### src/rtl/ctp_pkg.sv
package ctp_pkg;

    localparam int CNT_W = 16;
    localparam int PRESC_W = 12;
    localparam int EXP_W = 4;

    // count clock select codes, divider is fc / 2**exponent
    localparam logic [2:0] CK_DIV11 = 3'h0;
    localparam logic [2:0] CK_DIV7 = 3'h1;
    localparam logic [2:0] CK_DIV5 = 3'h2;
    localparam logic [2:0] CK_DIV3 = 3'h3;
    localparam logic [2:0] CK_DIV2 = 3'h4;
    localparam logic [2:0] CK_DIV1 = 3'h5;
    localparam logic [2:0] CK_UNUSED = 3'h6;
    localparam logic [2:0] CK_EXT = 3'h7;

    localparam logic [EXP_W-1:0] EXP_11 = 4'hB;
    localparam logic [EXP_W-1:0] EXP_7 = 4'h7;
    localparam logic [EXP_W-1:0] EXP_5 = 4'h5;
    localparam logic [EXP_W-1:0] EXP_3 = 4'h3;
    localparam logic [EXP_W-1:0] EXP_2 = 4'h2;
    localparam logic [EXP_W-1:0] EXP_1 = 4'h1;
    localparam logic [EXP_W-1:0] EXP_EXTRA = 4'h1;

    // register count field
    localparam logic [1:0] RC_A = 2'h0;
    localparam logic [1:0] RC_AB = 2'h1;
    localparam logic [1:0] RC_ABC = 2'h2;

    // compare write select
    localparam logic [1:0] SEL_A = 2'h0;
    localparam logic [1:0] SEL_B = 2'h1;
    localparam logic [1:0] SEL_C = 2'h2;

    localparam logic [CNT_W-1:0] CNT_ZERO = 16'h0000;
    localparam logic [CNT_W-1:0] CNT_ONE = 16'h0001;
    localparam logic [PRESC_W-1:0] PRESC_ZERO = 12'h000;
    localparam logic [PRESC_W-1:0] PRESC_ONE = 12'h001;

    typedef struct packed {
        logic             sync1;
        logic             sync2;
        logic             prev;
        logic             started;
        logic             running;
        logic             ff;
        logic             irq;
        logic [CNT_W-1:0] cnt;
        logic [CNT_W-1:0] cmp_a;
        logic [CNT_W-1:0] cmp_b;
        logic [CNT_W-1:0] cmp_c;
    } ctp_state_t;

    typedef struct packed {
        logic [PRESC_W-1:0] cnt;
        logic               tick;
    } ctp_presc_state_t;

endpackage

### src/rtl/ctp_tick_if.sv
`timescale 1ns/1ps
interface ctp_tick_if;
    logic [2:0] sel;
    logic       extra;
    logic       clear;
    logic       tick;

    modport timer (output sel, output extra, output clear, input tick);
    modport presc (input sel, input extra, input clear, output tick);
endinterface

### src/rtl/ctp_prescaler.sv
`timescale 1ns/1ps
module ctp_prescaler (
    // clock and reset
    input wire logic mclk,
    input wire logic rst_n,
    // tick channel
    ctp_tick_if.presc tk
);

    ctp_pkg::ctp_presc_state_t s_q;
    ctp_pkg::ctp_presc_state_t s_d;

    function automatic logic [ctp_pkg::EXP_W:0] div_exp(
        input logic [2:0] sel,
        input logic       extra
    );
        logic [ctp_pkg::EXP_W-1:0] e;
        logic                      ok;
        e = ctp_pkg::EXP_1;
        ok = 1'b1;
        case (sel)
            ctp_pkg::CK_DIV11: e = ctp_pkg::EXP_11;
            ctp_pkg::CK_DIV7:  e = ctp_pkg::EXP_7;
            ctp_pkg::CK_DIV5:  e = ctp_pkg::EXP_5;
            ctp_pkg::CK_DIV3:  e = ctp_pkg::EXP_3;
            ctp_pkg::CK_DIV2:  e = ctp_pkg::EXP_2;
            ctp_pkg::CK_DIV1:  e = ctp_pkg::EXP_1;
            default:           ok = 1'b0;
        endcase
        if (extra) begin
            e = e + ctp_pkg::EXP_EXTRA;
        end
        return {ok, e};
    endfunction

    logic [ctp_pkg::EXP_W:0]   de;
    logic [ctp_pkg::PRESC_W-1:0] mask;

    assign de = div_exp(tk.sel, tk.extra);
    assign mask = (ctp_pkg::PRESC_ONE << de[ctp_pkg::EXP_W-1:0])
                  - ctp_pkg::PRESC_ONE;
    assign tk.tick = s_q.tick;

    always_comb begin
        s_d = s_q;
        // cleared while stopped so the first tick lands one full period in
        if (tk.clear) begin
            s_d.cnt = ctp_pkg::PRESC_ZERO;
            s_d.tick = 1'b0;
        end else begin
            s_d.cnt = s_q.cnt + ctp_pkg::PRESC_ONE;
            s_d.tick = de[ctp_pkg::EXP_W] && ((s_q.cnt & mask) == mask);
        end
    end

    always_ff @(posedge mclk or negedge rst_n) begin
        if (!rst_n) begin
            s_q <= '0;
        end else begin
            s_q <= s_d;
        end
    end

endmodule

### src/rtl/ctp_timer.sv
// Behaviour
// - software-start timer counts internal clock; match A raises irq, clears, continues while cycle_select is 0
// - clock select picks prescaled clock; doubling with extra divider; code 110 unused
// - trigger edge on enabled input pin resets counter, even in plain timer mode
// - external-trigger timer starts counting at the selected active edge
// - successive trigger mode: match restarts; trigger stops, next trigger restarts
// - one-shot trigger mode: match raises irq, counter cleared and stopped
// - both-edges set: opposite edge clears and stops the counter
// - both-edges clear: opposite edges are ignored
// - event mode counts active pin edges; match A raises irq and clears
// - event compare checked on opposite edge; source keeps edges coming
// - pulse mode runs internal clock, started by software or trigger edge
// - pulse mode: each match with enabled A, B or C inverts output
// - pulse mode irq only at the highest enabled compare register
// - reset clears the output flip-flop to 0
// - initial-value bit preloads output flip-flop for chosen pulse polarity
// - writes to B and C ignored unless pulse mode enables them
// - register count 00 is A, 01 A and B, 10 all three
// - block reset clears counter, running flag and output, sets started, keeps compares and pending irq
// - disabled trigger input behaves as a constant 0 level
`timescale 1ns/1ps
module ctp_timer (
    // clock and reset
    input  wire logic        mclk,
    input  wire logic        rst_n,
    // control
    input  wire logic        run_control,
    input  wire logic        start_source_select,
    input  wire logic        both_edges_enable,
    input  wire logic        trigger_edge_polarity,
    input  wire logic        cycle_select,
    input  wire logic        ppg_mode,
    input  wire logic        output_ff_initial,
    input  wire logic        block_soft_reset,
    // configuration
    input  wire logic [2:0]  count_clock_select,
    input  wire logic        extra_divider_select,
    input  wire logic [1:0]  register_count_select,
    input  wire logic        trigger_input_disable,
    input  wire logic        trigger_pin_is_input,
    // compare register write port
    input  wire logic        cmp_wr_en,
    input  wire logic [1:0]  cmp_wr_sel,
    input  wire logic [15:0] cmp_wr_data,
    // pin
    input  wire logic        trigger_pin_in,
    // status and outputs
    output logic             compare_match_irq,
    output logic             pulse_out,
    output logic             counter_running,
    output logic [15:0]      count_value
);

    ctp_pkg::ctp_state_t s_q;
    ctp_pkg::ctp_state_t s_d;

    ctp_tick_if u_tk ();

    ctp_prescaler u_presc (
        .mclk  (mclk),
        .rst_n (rst_n),
        .tk    (u_tk)
    );

    logic                      trig_lvl;
    logic                      rise;
    logic                      fall;
    logic                      act_edge;
    logic                      opp_edge;
    logic                      event_mode;
    logic                      use_b;
    logic                      use_c;
    logic [ctp_pkg::CNT_W-1:0] top;
    logic                      hit_top;
    logic                      hit_any;
    logic                      tick_run;
    logic                      ppg_toggle;

    assign u_tk.sel = count_clock_select;
    assign u_tk.extra = extra_divider_select;
    assign u_tk.clear = !s_q.running;

    // only the second sync stage and later are looked at
    assign trig_lvl = trigger_input_disable ? 1'b0 : s_q.sync2;
    assign rise = trig_lvl && !s_q.prev && trigger_pin_is_input;
    assign fall = !trig_lvl && s_q.prev && trigger_pin_is_input;
    assign act_edge = trigger_edge_polarity ? fall : rise;
    assign opp_edge = trigger_edge_polarity ? rise : fall;
    assign event_mode = !ppg_mode && (count_clock_select == ctp_pkg::CK_EXT);

    // reserved count code behaves as A only
    assign use_b = ppg_mode && ((register_count_select == ctp_pkg::RC_AB) ||
                   (register_count_select == ctp_pkg::RC_ABC));
    assign use_c = ppg_mode &&
                   (register_count_select == ctp_pkg::RC_ABC);

    always_comb begin
        top = s_q.cmp_a;
        if (use_c) begin
            top = s_q.cmp_c;
        end else if (use_b) begin
            top = s_q.cmp_b;
        end
    end

    assign hit_top = (s_q.cnt == top);
    assign hit_any = (s_q.cnt == s_q.cmp_a) ||
                     (use_b && (s_q.cnt == s_q.cmp_b)) ||
                     (use_c && (s_q.cnt == s_q.cmp_c));
    assign tick_run = u_tk.tick && s_q.running && run_control &&
                      !event_mode;
    assign ppg_toggle = ppg_mode && tick_run && hit_any &&
                        !block_soft_reset;

    always_comb begin
        s_d = s_q;
        s_d.sync1 = trigger_pin_in;
        s_d.sync2 = s_q.sync1;
        s_d.prev = trig_lvl;
        s_d.irq = 1'b0;

        if (cmp_wr_en) begin
            if (cmp_wr_sel == ctp_pkg::SEL_A) begin
                s_d.cmp_a = cmp_wr_data;
            end else if (cmp_wr_sel == ctp_pkg::SEL_B && use_b) begin
                s_d.cmp_b = cmp_wr_data;
            end else if (cmp_wr_sel == ctp_pkg::SEL_C && use_c) begin
                s_d.cmp_c = cmp_wr_data;
            end
        end

        if (!run_control) begin
            s_d.cnt = ctp_pkg::CNT_ZERO;
            s_d.running = 1'b0;
            s_d.started = 1'b0;
            if (ppg_mode) begin
                s_d.ff = output_ff_initial;
            end
        end else begin
            if (!start_source_select && !s_q.started) begin
                s_d.running = 1'b1;
                s_d.started = 1'b1;
            end
            if (event_mode) begin
                if (act_edge && s_q.running) begin
                    s_d.cnt = s_q.cnt + ctp_pkg::CNT_ONE;
                end else if (opp_edge && s_q.cnt == s_q.cmp_a) begin
                    s_d.irq = 1'b1;
                    s_d.cnt = ctp_pkg::CNT_ZERO;
                end
            end else begin
                if (tick_run) begin
                    if (ppg_toggle) begin
                        s_d.ff = !s_q.ff;
                    end
                    if (hit_top) begin
                        s_d.irq = 1'b1;
                        s_d.cnt = ctp_pkg::CNT_ZERO;
                        if (cycle_select) begin
                            s_d.running = 1'b0;
                        end
                    end else begin
                        s_d.cnt = s_q.cnt + ctp_pkg::CNT_ONE;
                    end
                end
                if (start_source_select) begin
                    if (act_edge) begin
                        s_d.cnt = ctp_pkg::CNT_ZERO;
                        // successive timer toggles stop/run on each trigger
                        if (!cycle_select && !ppg_mode) begin
                            s_d.running = !s_q.running;
                        end else begin
                            s_d.running = 1'b1;
                        end
                    end else if (opp_edge && both_edges_enable) begin
                        s_d.cnt = ctp_pkg::CNT_ZERO;
                        s_d.running = 1'b0;
                    end
                    // opposite edge with one-edge select falls through
                end else if (act_edge || opp_edge) begin
                    s_d.cnt = ctp_pkg::CNT_ZERO;
                end
            end
        end

        // irq already decided this cycle survives the block reset
        if (block_soft_reset) begin
            s_d.cnt = ctp_pkg::CNT_ZERO;
            s_d.running = 1'b0;
            s_d.started = 1'b1;
            s_d.ff = 1'b0;
        end
    end

    always_ff @(posedge mclk or negedge rst_n) begin
        if (!rst_n) begin
            s_q <= '0;
        end else begin
            s_q <= s_d;
        end
    end

    assign compare_match_irq = s_q.irq;
    assign pulse_out = s_q.ff;
    assign counter_running = s_q.running;
    assign count_value = s_q.cnt;

    AST_IRQ_CLEARS: assert property (
        @(posedge mclk) disable iff (!rst_n)
        s_q.irq |-> s_q.cnt == ctp_pkg::CNT_ZERO)
        else $error("counter not cleared with match irq");

    AST_B_WRITE_GUARD: assert property (
        @(posedge mclk) disable iff (!rst_n)
        cmp_wr_en && cmp_wr_sel == ctp_pkg::SEL_B && !use_b
        |=> $stable(s_q.cmp_b))
        else $error("compare B written while not enabled");

    AST_SOFT_RESET: assert property (
        @(posedge mclk) disable iff (!rst_n)
        block_soft_reset |=> !pulse_out && count_value == ctp_pkg::CNT_ZERO
        && !counter_running)
        else $error("block reset left state behind");

    AST_ONESHOT_STOP: assert property (
        @(posedge mclk) disable iff (!rst_n)
        tick_run && hit_top && cycle_select && !act_edge
        |=> !counter_running && compare_match_irq)
        else $error("one-shot did not stop at match");

    AST_PPG_TOGGLE: assert property (
        @(posedge mclk) disable iff (!rst_n)
        ppg_toggle |=> pulse_out != $past(pulse_out))
        else $error("output not inverted on compare match");

    AST_PPG_IRQ_TOP: assert property (
        @(posedge mclk) disable iff (!rst_n)
        compare_match_irq && ppg_mode && $past(ppg_mode)
        |-> $past(s_q.cnt) == $past(top))
        else $error("pulse irq away from top register");

    AST_EVENT_COUNT: assert property (
        @(posedge mclk) disable iff (!rst_n)
        event_mode && run_control && act_edge && s_q.running
        && !block_soft_reset
        |=> count_value == $past(s_q.cnt) + ctp_pkg::CNT_ONE)
        else $error("event edge not counted");

    AST_BOTH_EDGE_STOP: assert property (
        @(posedge mclk) disable iff (!rst_n)
        !event_mode && run_control && start_source_select && opp_edge
        && both_edges_enable
        |=> !counter_running && count_value == ctp_pkg::CNT_ZERO)
        else $error("opposite edge did not stop counter");

    AST_PRELOAD: assert property (
        @(posedge mclk) disable iff (!rst_n)
        !run_control && ppg_mode && !block_soft_reset
        |=> pulse_out == $past(output_ff_initial))
        else $error("output not preloaded while stopped");

    AST_C_WRITE_GUARD: assert property (
        @(posedge mclk) disable iff (!rst_n)
        cmp_wr_en && cmp_wr_sel == ctp_pkg::SEL_C && !use_c
        |=> $stable(s_q.cmp_c))
        else $error("compare C written while not enabled");

    AST_SW_START: assert property (
        @(posedge mclk) disable iff (!rst_n)
        run_control && !start_source_select && !s_q.started
        && !s_q.running && !block_soft_reset
        |=> counter_running)
        else $error("software start did not start counter");

    AST_TRIG_START: assert property (
        @(posedge mclk) disable iff (!rst_n)
        !event_mode && run_control && start_source_select && act_edge
        && (cycle_select || ppg_mode) && !block_soft_reset
        |=> counter_running && count_value == ctp_pkg::CNT_ZERO)
        else $error("active edge did not start counter");

    AST_PIN_CLEAR: assert property (
        @(posedge mclk) disable iff (!rst_n)
        !event_mode && run_control && !start_source_select
        && (rise || fall)
        |=> count_value == ctp_pkg::CNT_ZERO)
        else $error("pin edge did not clear counter");

    AST_PPG_WRAP: assert property (
        @(posedge mclk) disable iff (!rst_n)
        tick_run && hit_top && ppg_mode && !cycle_select && !opp_edge
        && !block_soft_reset
        |=> counter_running && count_value == ctp_pkg::CNT_ZERO)
        else $error("pulse cycle did not wrap at top");

    COV_PPG_IRQ: cover property (
        @(posedge mclk) disable iff (!rst_n)
        compare_match_irq && ppg_mode && use_c);

    COV_EVENT_IRQ: cover property (
        @(posedge mclk) disable iff (!rst_n)
        compare_match_irq && event_mode);

    COV_TRIG_RESTART: cover property (
        @(posedge mclk) disable iff (!rst_n)
        start_source_select && !counter_running ##1 counter_running);

    COV_ONESHOT_DONE: cover property (
        @(posedge mclk) disable iff (!rst_n)
        cycle_select && compare_match_irq && !counter_running);

endmodule

### config.mk
export PLATFORM = sky130hd
export DESIGN_NAME = ctp_timer
export DESIGN_NICKNAME = d
export VERILOG_FILES = /design/src/rtl/ctp_pkg.sv /design/src/rtl/ctp_tick_if.sv /design/src/rtl/ctp_prescaler.sv /design/src/rtl/ctp_timer.sv
export SDC_FILE = /design/constraint.sdc
export NUM_CORES = 1
export LEC_CHECK = 0
export ABC_AREA = 1
export ABC_CLOCK_PERIOD_IN_PS = 2300
export BUFFER_PORTS_ARGS = -buffer_cell sky130_fd_sc_hd__clkbuf_2
export CORE_UTILIZATION = 55
export CTS_BUF_LIST = sky130_fd_sc_hd__clkbuf_8
export DETAILED_ROUTE_END_ITERATION = 16
export GPL_TIMING_DRIVEN = 0
export PLACE_DENSITY = 0.75
export SETUP_SLACK_MARGIN = 0.4
export SLEW_MARGIN = 20
export SYNTH_ARGS = -nofsm -noshare
export SYNTH_HDL_FRONTEND = slang
export SYNTH_SLANG_ARGS = --single-unit
### constraint.sdc
create_clock -name mclk -period 2.3 [get_ports mclk]
set_input_delay 0.23 -clock mclk [delete_from_list [all_inputs] [get_ports mclk]]
set_output_delay 0.23 -clock mclk [all_outputs]
set_load 0.05 [all_outputs]
**Word level (Yosys, flattened, before mapping)**

Index checks and enable logic that the tools add are counted.
Widths: inputs -> output; s select.

- Reductions and logical operators: 45
- Eq/ne operators: 20
- Shift operators: 1
- $add $sub $neg: 4
- Bitwise logic cells: 3
- Muxes and demuxes: 35

Operator list:

| kind | number |
|---|---|
| $mux 16 | 10 |
| $eq 16x16->1 | 4 |
| $mux 17 | 2 |
| $logic_and 1x1->1 | 23 |
| $pmux 4 s5 | 1 |
| $mux 19 | 1 |
| $add 16x1->16 const B | 1 |
| $mux 1 | 15 |
| $mux 13 | 1 |
| $add 12x1->12 const B | 1 |
| $and 12x12->12 | 1 |
| $eq 12x12->1 | 1 |
| $shl 1x4->12 const A | 1 |
| $sub 12x1->12 const B | 1 |
| $logic_not 1->1 | 10 |
| $eq 3x3->1 const B | 3 |
| $ne 3x1->1 const B | 3 |
| $reduce_and 4->1 | 2 |
| $eq 3x2->1 const B | 2 |
| $mux 3 | 2 |
| $reduce_or 6->1 | 1 |
| $ne 5x3->1 const B | 1 |
| $add 4x1->4 const B | 1 |
| $eq 2x1->1 const B | 2 |
| 12 further kinds | 18 |

- Output and inout port bits: 19
- Word-level logic and storage cells: 121
- Register bits: 84
- Input bits: 38

**Longest topological paths before layout**

Gate-level depths: netlist of run 1.

- Depth in word-level cells: 16
- Mapped depth: 19
- Gate-level depth less buffers: 19

**Cells and area by module**

Synthesis of run 1 repeated with hierarchy kept, for this count alone.

- Cells, all modules: 823
- Area total of the unflattened synthesis: 5814.3 um^2

Modules (own cells, without submodules):

| module | sequential area each (um^2) | cells an instance | times used | area an instance (um^2) |
|---|---|---|---|---|
| ctp_timer | 1776.7 | 638 | 1 | 4608.2 |
| ctp_prescaler | 325.3 | 185 | 1 | 1206.2 |

**Least setup slack after synthesis of run 1**

OpenSTA, ideal clock, no wires.

- Kind: input -> register
- From: input count_clock_select[1]
- To: register u_presc.s_q, in the netlist u_presc.tk.tick
- Required time: 2229 ps
- Library setup time: 71 ps
- Data arrival time: 1964 ps
- Stages: 17
- Slack: 265 ps
- Path buffers: 0
- Path through: nor2_2 -> inv_1 -> o21ai_2 -> ha_1 -> nand2_1 -> nand2_2 -> nor2_2 -> nand2_1 -> inv_1 -> nand2_1 -> ha_1 -> o22ai_1 -> nor3_1 -> nand3_1 -> nor2_1 -> nand2_1 -> nor2_1

RTL lines:

| what | RTL line | source |
|---|---|---|
| start: declaration | ctp_timer.sv:36 | `input wire logic [2:0] count_clock_select,` |
| end signal: assignment | ctp_prescaler.sv:58 | `s_q <= '0;` |
| end signal: assignment | ctp_prescaler.sv:60 | `s_q <= s_d;` |
| end: declaration | ctp_prescaler.sv:10 | `ctp_pkg::ctp_presc_state_t s_q;` |

**Worst setup path after layout of run 1**

- From: register s_q, in the netlist count_value[7]
- To: register s_q, in the netlist count_value[12]

- Word-level cells in the longest chain between the ends: 9
- Elaborated cells between the ends (all ways): 15
- Those cells by class: add/sub: 1; eq/ne: 3; mux: 10; reduce/logical: 1

RTL lines:

| what | RTL line | source |
|---|---|---|
| start: declaration | ctp_timer.sv:54 | `ctp_pkg::ctp_state_t s_q;` |
| start signal: assignment | ctp_timer.sv:197 | `s_q <= '0;` |
| start signal: assignment | ctp_timer.sv:199 | `s_q <= s_d;` |
| $add 16x1->16 / $eq 16x16->1 (equally long branches) | ctp_timer.sv:146, ctp_timer.sv:163, ctp_timer.sv:106 |  |
| $mux 16 | ctp_timer.sv:156 | `if (hit_top) begin` |
| $mux 19 | ctp_timer.sv:152 | `if (tick_run) begin` |
| $mux 16 | ctp_timer.sv:175 | `end else if (opp_edge && both_edges_enable) begin` |
| $mux 16 | ctp_timer.sv:167 | `if (act_edge) begin` |
| $mux 16 | ctp_timer.sv:166 | `if (start_source_select) begin` |
| $mux 17 | ctp_timer.sv:144 | `if (event_mode) begin` |
| $mux 16 | ctp_timer.sv:132 | `if (!run_control) begin` |
| $mux 16 | ctp_timer.sv:187 | `if (block_soft_reset) begin` |

Parallel ways exist; a longest one is shown, timed or not. The select of a mux whose other input is x is not followed.
A chain may end at the register's enable or synchronous reset.

==> results.sh, run 1 <==
export IMPL_synthTopCellsByArea="dfrtp_1 40%, nand2_1 15%, inv_1 6.0%"
export IMPL_placedCellCount=925
export IMPL_synthMuxAreaShare_pct=0
export IMPL_area_growth_pct=30.03
export IMPL_initial_core_util_pct=57.05
export IMPL_crit_path_end_kind="register"
export IMPL_power_frac_comb_pct=24.7
export IMPL_die_w_um=100.1
export IMPL_cts_tree="yes"
export IMPL_period_minus_slack_ps=1946
export IMPL_synth_edf_count=0
export IMPL_synth_fp_nets=782
export IMPL_drtPass1Iterations=5
export IMPL_tns_ps=0
export IMPL_ios=57
export IMPL_cts_max_level=3
export IMPL_ys_ff_latch=84
export IMPL_drc=0
export IMPL_peakVddDrop_mv=0.4586
export IMPL_cts_buffer_depth=2
export IMPL_drive_above_1_share_pct=29.33
export IMPL_yosys_area_share_adder_pct=1.181
export IMPL_synth_xor_area_share_pct=6.615
export IMPL_setup_viol=0
export IMPL_critPathMaxFanout=9
export IMPL_fmax_mhz=513.9
export IMPL_ys_flop_type="dfrtp_1"
export IMPL_maxCapViolCount=0
export IMPL_p_seq_share_pct=45.5
export IMPL_ys_seq_area_share_pct=39.69
export IMPL_synth_top_area_share_pct=39.69
export IMPL_p_per_area_mw_per_mm2=589.8
export IMPL_antenna_found_initial=0
export IMPL_final_util_pct=74.18
export IMPL_synth_top_family_by_area="simple AND/OR/NAND/NOR gates"
export IMPL_hold_violations=0
export IMPL_hold_worst_slack_ps=85.94
export IMPL_hp_class="input port to register"
export IMPL_grt_pass1_wl_um=23020
export IMPL_numPortBuffers=56
export IMPL_startpoint_type="register"
export IMPL_synth_cell_types=42
export IMPL_pre_cts_slack_ps=-55.39
export IMPL_r2r_slack_ps=350
export IMPL_period_share_pct=84.61
export IMPL_synth_top_cell_by_area="dfrtp_1"
export IMPL_clkSinkCount=84
export IMPL_worst_pin_slew_ps=549.8
export IMPL_synth_simple_gate_area_share_pct=29.70
export IMPL_wire_per_inst_um=15.61
export IMPL_ant_nets=0
export IMPL_finalNonFillerCells=971
export IMPL_grt_max_degree=56
export IMPL_overflow=0
export IMPL_syn_avg_cell_area_um2=7.167
export IMPL_num_rows=35
export IMPL_synthesis_area_mm2=0.005296
export IMPL_core_area_mm2=0.009284
export IMPL_n_fill_cell=709
export IMPL_die_area_mm2=0.01003
export IMPL_drtIter0Drc=316
export IMPL_rsz0062_at_grt="true"
export IMPL_swShare_pct=32.99
export IMPL_critPathRequiredTime_ps=2550
export IMPL_root_buffer="clkbuf_8"
export IMPL_nets=880
export IMPL_skew_ps=9.844
export IMPL_die_h_um=100.1
export IMPL_multi_input_area_mm2=0.003123
export IMPL_n_antenna_cell=0
export IMPL_wirelength_um=15160
export IMPL_path_clk_slew_ps=90
export IMPL_maxSlewViolCount=0
export IMPL_synthCells=739
export IMPL_p_clk_share_pct=29.8
export IMPL_register_area_mm2=0.002106
export IMPL_cts_buffers_inserted=9
export IMPL_cp_arrival_ps=2200
export IMPL_internal_power_mw=2.722
export IMPL_grt_usage_pct=29.75
export IMPL_leakage_nw=3.376
export IMPL_place_hpwl_um=10620
export IMPL_clkLatencyLatePin_ps=360
export IMPL_relSlewSlack_pct=63.34
export IMPL_synth_compound_area_share_pct=11.67
export IMPL_path_class="register to register"
export IMPL_power_switching_mw=1.340
export IMPL_finalWorstSetupSlack_ps=354.0
export IMPL_via_per_inst=5.512
export IMPL_via_count=5352
export IMPL_place_gp_congestion=0.9244
export IMPL_status="finished clean"
export IMPL_grt_pass1_vias=4838
export IMPL_async_flop_share_pct=100.0
export IMPL_synth_warnings=0
==> timing repair <==
action                                  in CTS  in global routing
gates cloned                                 0                  1
endpoints found under the setup margin      19                 22
hold endpoints to repair                    30                  0
setup buffers                                7                 20
hold buffers                                 2                  0
pin swaps                                    9                 35
gates resized for setup                     27                134
==> stage by stage <==
step / power (mW) / area [µm²]
after floorplan: 2.382 / 5341
final: 4.062 / 6887
after global routing: 4.264 / 6887
after CTS: 3.887 / 6213
after detailed placement: 2.652 / 5813
after global placement: 2.616 / 5783
==> power groups by stage <==
stage / Sequential, mW / Clock [mW] / Combinational (mW)
finish: 1.85 / 1.21 / 1.00
global route: 1.86 / 1.28 / 1.12
CTS: 1.81 / 1.22 / 0.851
detailed placement: 1.84 / 0 / 0.811
global placement: 1.83 / 0 / 0.784
floorplan: 1.80 / 0 / 0.584
==> logic make-up (layout without fill, tap and decap cells) <==
group                    after synthesis  count (layout)
AND/OR/NAND/NOR                      362             362
buffers and inverters                133             236
adder cells (fa/ha/maj)                5               5
XOR/XNOR                              40              40
AO/OA/AOI/OAI                        115             115
flip-flops                            84              84
==> final timing paths <==
path | endpoint | from | depth (start not counted)
min in group asynchronous | count_value[4] | rst_n | 2
max in group asynchronous | s_q[24] | rst_n | 3
min | s_q[28] | cmp_wr_data[12] | 3
min reg2reg | s_q[69] | s_d[69] | 0
max | count_value[12] | count_value[7] | 12
max reg2reg | count_value[12] | count_value[7] | 12
==> synth_stat cells (all sizes together) (2+ instances only) <==
cell type  instances
nor4               3
clkbuf            14
dfrtp             84
xnor2             20
nor2              55
nor3              16
a21oi             27
and3               2
o21ai             73
inv               91
xor2              20
o211ai             5
buf               28
ha                 5
o22ai              8
nand4             12
or2                4
nand3             51
nand2            216
==> sequential cells by signal, indices dropped and copies added (netlist names) <==
| name | cells |
|---|---|
| compare_match_irq | 1 |
| count_value | 16 |
| counter_running | 1 |
| pulse_out | 1 |
| s_d | 1 |
| s_q | 51 |
| u_presc.s_q | 12 |
| u_presc.tk.tick | 1 |
==> cells in the final DEF, fill, tap and decap left out, types with 9 or more instances in the layout <==
master	instances
nor2_1	43
buf_4	41
dfrtp_1	81
buf_6	18
nand4_1	11
o21ai_0	58
a21oi_1	24
o21ai_1	10
nand2_1	191
nand3_1	42
nor3_1	9
clkbuf_8	10
clkbuf_1	10
clkbuf_2	53
xor2_1	15
nand2_2	20
nor2_2	9
xnor2_1	11
inv_2	13
inv_1	70
==> layout make-up <==
type,count,share of cell area [%]
multi-input combinational,522,45.35
sequential,84,30.58
timing repair buffer,87,8.303
inverter,91,5.451
buffer,42,4.706
tap,129,2.344
clock buffer,10,1.999
clock inverter,6,1.272
==> layer usage <==
layer  global-route usage [%]  up-vias  routed length (µm)
li1                         -     2551                   -
met1                    41.55     2518                6545
met2                    46.89      240                6936
met3                    4.596       43                1170
met4                    11.15        0                 508
met5                        0        -                   0
==> worst max-delay path, stage by stage, from the launching register on <==
cell and delay (ps):
dfrtp_1 410, buf_8 160, xor2_2 200, nor2_1 130, nand2_1 80, nand2_1 100
nand3_1 110, nand2_2 170, nand3_4 120, nand2_8 150, inv_8 60, nand3_1 70
o21ai_1 70
(Power assumes the default switching activity.)
==> run 2, diff against run 1 <==
Settings changed: ABC_AREA 1 to 0, ABC_CLOCK_PERIOD_IN_PS 2300 to 1600, PLACE_DENSITY 0.75 to 0.78.
Clock period 2.3 ns to 1.6 ns, I/O delays scaled along.
==> run 2 against run 1 <==
- the flow now finishes with violations (setup timing)
- combinational power up 55%
- cell area up 14%
- routed wire length up 9.2%
- cell count down 19%
- clock skew up 12 ps
- setup slack worse by 1200 ps
- register-to-register slack worse by 1200 ps
- area after synthesis up 1.4%
- via count down 11%
==> results.sh, run 2 <==
export IMPL_worst_hold_startpoint="cmp_wr_data[10]"
export IMPL_setup_worst_path_start="count_value[14]"
export IMPL_nets=695
export IMPL_maxCapViolCount=0
export IMPL_maxSlewViolCount=0
export IMPL_antenna_found_initial=0
export IMPL_finalWorstSetupSlack_ps=-886.1
export IMPL_hold_worst_slack_ps=48.62
export IMPL_synth_top_cells_by_count="84 x dfrtp_1, 50 x mux2_2, 37 x xor2_1, 34 x nand2_1, 30 x xnor2_1"
export IMPL_hold_violations=0
export IMPL_drc=0
export IMPL_synthCells=528
export IMPL_critPathRequiredTime_ps=1860
export IMPL_area_growth_pct=45.58
export IMPL_numPortBuffers=52
export IMPL_peakVddDrop_mv=0.8353
export IMPL_rsz0062_at_grt="true"
export IMPL_ios=57
export IMPL_power_total_mw=5.563
export IMPL_async_flop_share_pct=100.0
export IMPL_hold_depth=2
export IMPL_wl_met2_um=8227
export IMPL_pre_cts_slack_ps=-940.4
export IMPL_wirelength_um=16550
export IMPL_synth_fp_nets=571
export IMPL_top_layer="met4"
export IMPL_drtIter0Drc=262
export IMPL_crit_path_end_kind="register"
export IMPL_worst_r2r_cell_count=10
export IMPL_grt_max_degree=85
export IMPL_hp_class="input port to register"
export IMPL_reg2reg_from="count_value[14]"
export IMPL_crit_path_cell_trace="clkbuf_8 -> xor2_1 -> nor4_2 -> nand2_1 -> a2111oi_4 -> nand2b_4 -> buf_8 -> buf_4 -> a221oi_2 -> a21o_1"
export IMPL_place_hpwl_um=9235
export IMPL_synth_warnings=0
export IMPL_path_clk_slew_ps=90
export IMPL_skew_ps=21.81
export IMPL_slowest_stage="dfrtp_1"
export IMPL_cp_arrival_ps=2750
export IMPL_period_share_pct=155.4
export IMPL_fmax_mhz=402.2
export IMPL_r2r_slack_ps=-890
export IMPL_place_gp_congestion=0.9160
export IMPL_p_per_area_mw_per_mm2=711.3
export IMPL_leakage_nw=3.553
export IMPL_critPathMaxFanout=7
export IMPL_cts_buffers_inserted=9
export IMPL_status="finished, violations left"
export IMPL_synthTopCellsByArea="dfrtp_1 39%, mux2_2 10%, xor2_1 6.0%"
export IMPL_synthMostInstantiatedCell="dfrtp_1"
export IMPL_final_util_pct=83.46
export IMPL_synth_top_cell_by_area="dfrtp_1"
export IMPL_cp_buffers_inverters=3
export IMPL_via_per_inst=6.083
export IMPL_clkSinkCount=84
export IMPL_startpoint_type="register"
export IMPL_path_depth=10
export IMPL_ant_nets=0
export IMPL_grt_usage_pct=31.30
export IMPL_final_cell_mix="79 x dfrtp_1, 48 x buf_4, 35 x clkbuf_2"
export IMPL_clkLatencyLatePin_ps=380
export IMPL_final_cell_area_mm2=0.007821
export IMPL_die_area_mm2=0.01017
export IMPL_worst_pin_slew_ps=694.3
export IMPL_wl_met1_um=6907
export IMPL_period_minus_slack_ps=2486
export IMPL_dr_wl_met3_um=923
export IMPL_ys_seq_area_share_pct=39.12
export IMPL_relSlewSlack_pct=53.71
export IMPL_cts_max_level=3
export IMPL_failed_checks="setup timing"
export IMPL_setup_viol=20
export IMPL_ys_flop_type="dfrtp_1"
export IMPL_synth_top_area_share_pct=39.12
export IMPL_cts_tree="yes"
export IMPL_via_count=4775
export IMPL_root_buffer="clkbuf_8"
export IMPL_initial_core_util_pct=57.33
export IMPL_overflow=0
export IMPL_n_antenna_cell=0
export IMPL_synthesis_area_mm2=0.005373
export IMPL_drive_above_1_share_pct=49.85
export IMPL_core_area_mm2=0.009371
export IMPL_synth_edf_count=0
export IMPL_grt_pass1_vias=4714
export IMPL_num_rows=35
export IMPL_syn_avg_cell_area_um2=10.18
export IMPL_synth_cell_types=69
export IMPL_die_w_um=100.8
export IMPL_path_class="register to register"
export IMPL_die_h_um=100.8
export IMPL_grt_pass1_wl_um=24090
export IMPL_top_register="s_q"
export IMPL_slowest_delay_ps=410
export IMPL_drtPass1Iterations=5
export IMPL_largest_register_ffs=51
export IMPL_cts_buffer_depth=2
export IMPL_layout_commonest_cell="dfrtp_1"
export IMPL_place_area_mm2=0.006221
export IMPL_critical_path_top_delay_family="simple AND/OR/NAND/NOR gates"
export IMPL_wire_per_inst_um=21.09
export IMPL_ys_ff_latch=84
export IMPL_n_fill_cell=485
==> run 2: cell count changes after synthesis, moves of 15 or more <==
cell     delta
o21ai_0    -49
a21o_1     +15
xor2_1     +17
inv_1      -76
mux2_2     +50
nand3_1    -22
nor2_1     -38
a21oi_1    -18
nand2_1   -177
==> run 2: metrics by stage <==
| step | cells | setup TNS, ps |
|---|---|---|
| 6_report | 785 | -15460 |
| 5_1_grt | 785 | -16570 |
| 4_1_cts | 770 | -13210 |
| 3_5_place_dp | 709 | -22190 |
| 3_3_place_gp | 709 | -64410 |
| 2_1_floorplan | 528 | -9459 |
==> run 2: worst paths after layout <==
check | to
setup / recovery | count_value[2]
hold / removal | s_q[10]
setup reg to reg | count_value[2]
hold reg to reg | s_q[69]
max in group asynchronous | counter_running
min in group asynchronous | count_value[6]
==> run 2: kinds of logic (layout without fill, tap and decap cells) <==
logic type	count (synthesis)	count (layout)	synth area share [%]
buffers and inverters	61	189	6.520
adder cells (fa/ha/maj)	5	5	1.164
flip-flops	84	84	39.12
XOR/XNOR	67	67	10.92
multiplexers	57	57	11.78
AND/OR/NAND/NOR	167	167	17.44
AO/OA/AOI/OAI	87	87	13.04
==> run 2: worst register-to-register path: stages (launching register included) <==
cell       delay, ps
dfrtp_1          410
clkbuf_8         170
xor2_1           170
nor4_2           360
nand2_1          150
a2111oi_4        370
nand2b_4         230
buf_8            140
buf_4            120
a221oi_2          70
a21o_1           200
==> run 2: area by class of cell <==
class | count | area (µm²) | share of cell area [%]
Buffer | 52 | 609.3 | 7.791
Clock buffer | 9 | 123.9 | 1.584
Clock inverter | 6 | 40.04 | 0.5119
Inverter | 9 | 36.28 | 0.4639
Multi-Input combinational cell | 383 | 3551 | 45.40
Sequential cell | 84 | 2108 | 26.96
Tap cell | 129 | 161.4 | 2.064
Timing Repair Buffer | 113 | 1191 | 15.23
==> run 2: per-layer routing <==
layer  track usage (%)  vias to the layer above
met5                 0                        -
met4             11.15                        0
met3             5.409                       57
met2             53.27                      222
met1             40.21                     2363
li1                  -                     2133
==> run 2: timing repair <==
item | CTS | global route
endpoints found under the setup margin | 73 | 88
setup buffers | 43 | 13
cloned | 1 | 2
resized for setup | 145 | 43
pin swaps | 37 | 20
hold buffers | 2 | 0
endpoints found under the hold margin | 85 | 0
==> run 2: power by group <==
group	leakage [nW]	switching [mW]	internal (mW)	total, mW
logic	2.39	0.685	0.866	1.55
clock network	0.0852	0.818	0.555	1.37
registers	1.07	0.242	2.40	2.64
==> run 3, diff against run 2 <==
==> constraint.sdc (replaced) <==
create_clock -name mclk -period 1.6 [get_ports mclk]
set_input_delay 0.48 -clock mclk [delete_from_list [all_inputs] [get_ports mclk]]
set_output_delay 0.48 -clock mclk [all_outputs]
set_load 0.05 [all_outputs]
==> run 3 against run 2 <==
- critical path type unchanged
- the flow still finishes with violations (setup timing)
- count of clock-buffer cells in the layout did not move
- largest power group unchanged
- via count barely moved
- routed wire length fell by 0.51%
- sequential cell count did not move
==> results.sh, run 3 (same netlist as run 2, synthesis figures left out) <==
export IMPL_area_growth_pct=44.53
export IMPL_reg2reg_from="count_value[8]"
export IMPL_grt_pass1_vias=4823
export IMPL_path_class="register to register"
export IMPL_maxSlewViolCount=0
export IMPL_clkLatencyLatePin_ps=370
export IMPL_hold_violations=0
export IMPL_clkSinkCount=84
export IMPL_grt_pass1_wl_um=25080
export IMPL_p_per_area_mw_per_mm2=748.6
export IMPL_drtIter0Drc=354
export IMPL_path_clk_slew_ps=90
export IMPL_largest_register_ffs=51
export IMPL_die_w_um=100.8
export IMPL_startpoint_type="register"
export IMPL_drc=0
export IMPL_nets=686
export IMPL_n_antenna_cell=0
export IMPL_cp_arrival_ps=2850
export IMPL_grt_usage_pct=32.46
export IMPL_status="finished, violations left"
export IMPL_overflow=0
export IMPL_via_per_inst=6.143
export IMPL_critPathMaxFanout=5
export IMPL_drive_above_1_share_pct=48.92
export IMPL_finalWorstSetupSlack_ps=-991.7
export IMPL_failed_checks="setup timing"
export IMPL_cts_tree="yes"
export IMPL_postCtsHoldBufs=0
export IMPL_core_area_mm2=0.009371
export IMPL_n_fill_cell=507
export IMPL_maxCapViolCount=0
export IMPL_fmax_mhz=385.8
export IMPL_peakVddDrop_mv=0.6317
export IMPL_ant_nets=0
export IMPL_initial_core_util_pct=57.33
export IMPL_setup_viol=32
export IMPL_rsz0062_at_grt="true"
export IMPL_drtPass1Iterations=7
export IMPL_root_buffer="clkbuf_8"
export IMPL_wire_per_inst_um=21.20
export IMPL_via_count=4773
export IMPL_critPathRequiredTime_ps=1860
export IMPL_leakage_nw=3.523
export IMPL_relSlewSlack_pct=53.84
export IMPL_die_area_mm2=0.01017
export IMPL_layout_commonest_cell="dfrtp_1"
export IMPL_tns_ps=-18390
export IMPL_place_hpwl_um=9229
export IMPL_cts_buffers_inserted=9
export IMPL_top_register="s_q"
export IMPL_numPortBuffers=52
export IMPL_die_h_um=100.8
export IMPL_grt_max_degree=85
export IMPL_setup_worst_path_start="count_value[8]"
export IMPL_crit_path_end_kind="register"
export IMPL_wirelength_um=16470
export IMPL_place_gp_congestion=0.9663
export IMPL_period_minus_slack_ps=2592
export IMPL_antenna_found_initial=0
export IMPL_ios=57
export IMPL_cts_buffer_depth=2
export IMPL_period_share_pct=162.0
export IMPL_cts_max_level=3
export IMPL_worst_pin_slew_ps=692.3
export IMPL_skew_ps=17.06
export IMPL_hp_class="input port to async pin"
export IMPL_hold_worst_slack_ps=146.4
export IMPL_num_rows=35
export IMPL_final_cell_mix="80 x dfrtp_1, 37 x mux2_4, 37 x buf_4"
## run 3: power breakdown
group,internal (mW),switching [mW],total (mW)
logic,0.882,0.708,1.59
clock network,0.730,0.837,1.57
registers,2.40,0.260,2.66
total,4.01,1.80,5.81
## run 3: area by class of cell
cell class	instances	area, µm²	share of cell area, %
buffer	52	540.5	6.961
tap	129	161.4	2.079
clock buffer	9	123.9	1.595
sequential	84	2107	27.14
multi-input combinational	383	3581	46.12
inverter	9	36.28	0.4673
timing repair buffer	104	1141	14.70
clock inverter	7	73.82	0.9507
## run 3: path summary, 6_finish.rpt
path                                   to  slack [ps]  depth (start not counted)
setup / recovery           count_value[9]        -990                         12
hold / removal             u_presc.s_q[4]         150                          1
setup reg to reg           count_value[9]        -990                         12
hold reg to reg                   s_q[69]         360                          0
max in group asynchronous         s_q[37]         950                          1
min in group mclk                 s_d[69]         220                          1
## run 3: routing by layer
metal | vias up | wire (µm) | GRT usage [%]
met1 | 2388 | 6666 | 42.43
met4 | 0 | 418 | 11.59
met5 | - | 0 | 0
met3 | 52 | 1041 | 5.479
li1 | 2105 | - | -
met2 | 228 | 8343 | 54.53
## run 3: critical path, cell delays in order (launching register included)
cell and delay [ps]:
dfrtp_1 400, buf_6 140, buf_4 140, xor2_1 190
nor4_2 330, o22ai_2 160, a2111oi_4 330, nand2b_4 220
buf_8 130, buf_12 110, buf_12 110, a221oi_2 70
a21o_1 170
## run 3: what timing repair did
item | 4_1_cts | 5_1_grt
endpoints found under the setup margin | 95 | 82
gates cloned | 2 | 0
gates resized for setup | 138 | 53
pin swaps | 26 | 19
setup buffers | 40 | 10
## run 3: stage by stage
step	setup WS [ps]	utilization, %	total power [mW]	cell area [µm²]	cells
2_1_floorplan	-921.7	-	3.531	5768	528
3_3_place_gp	-1151	66.05	3.807	6190	709
3_5_place_dp	-1181	66.14	3.878	6198	709
4_1_cts	-845.3	79.61	5.699	7461	767
5_1_grt	-1027	82.86	6.044	7765	777
6_report	-991.7	82.86	5.813	7765	777
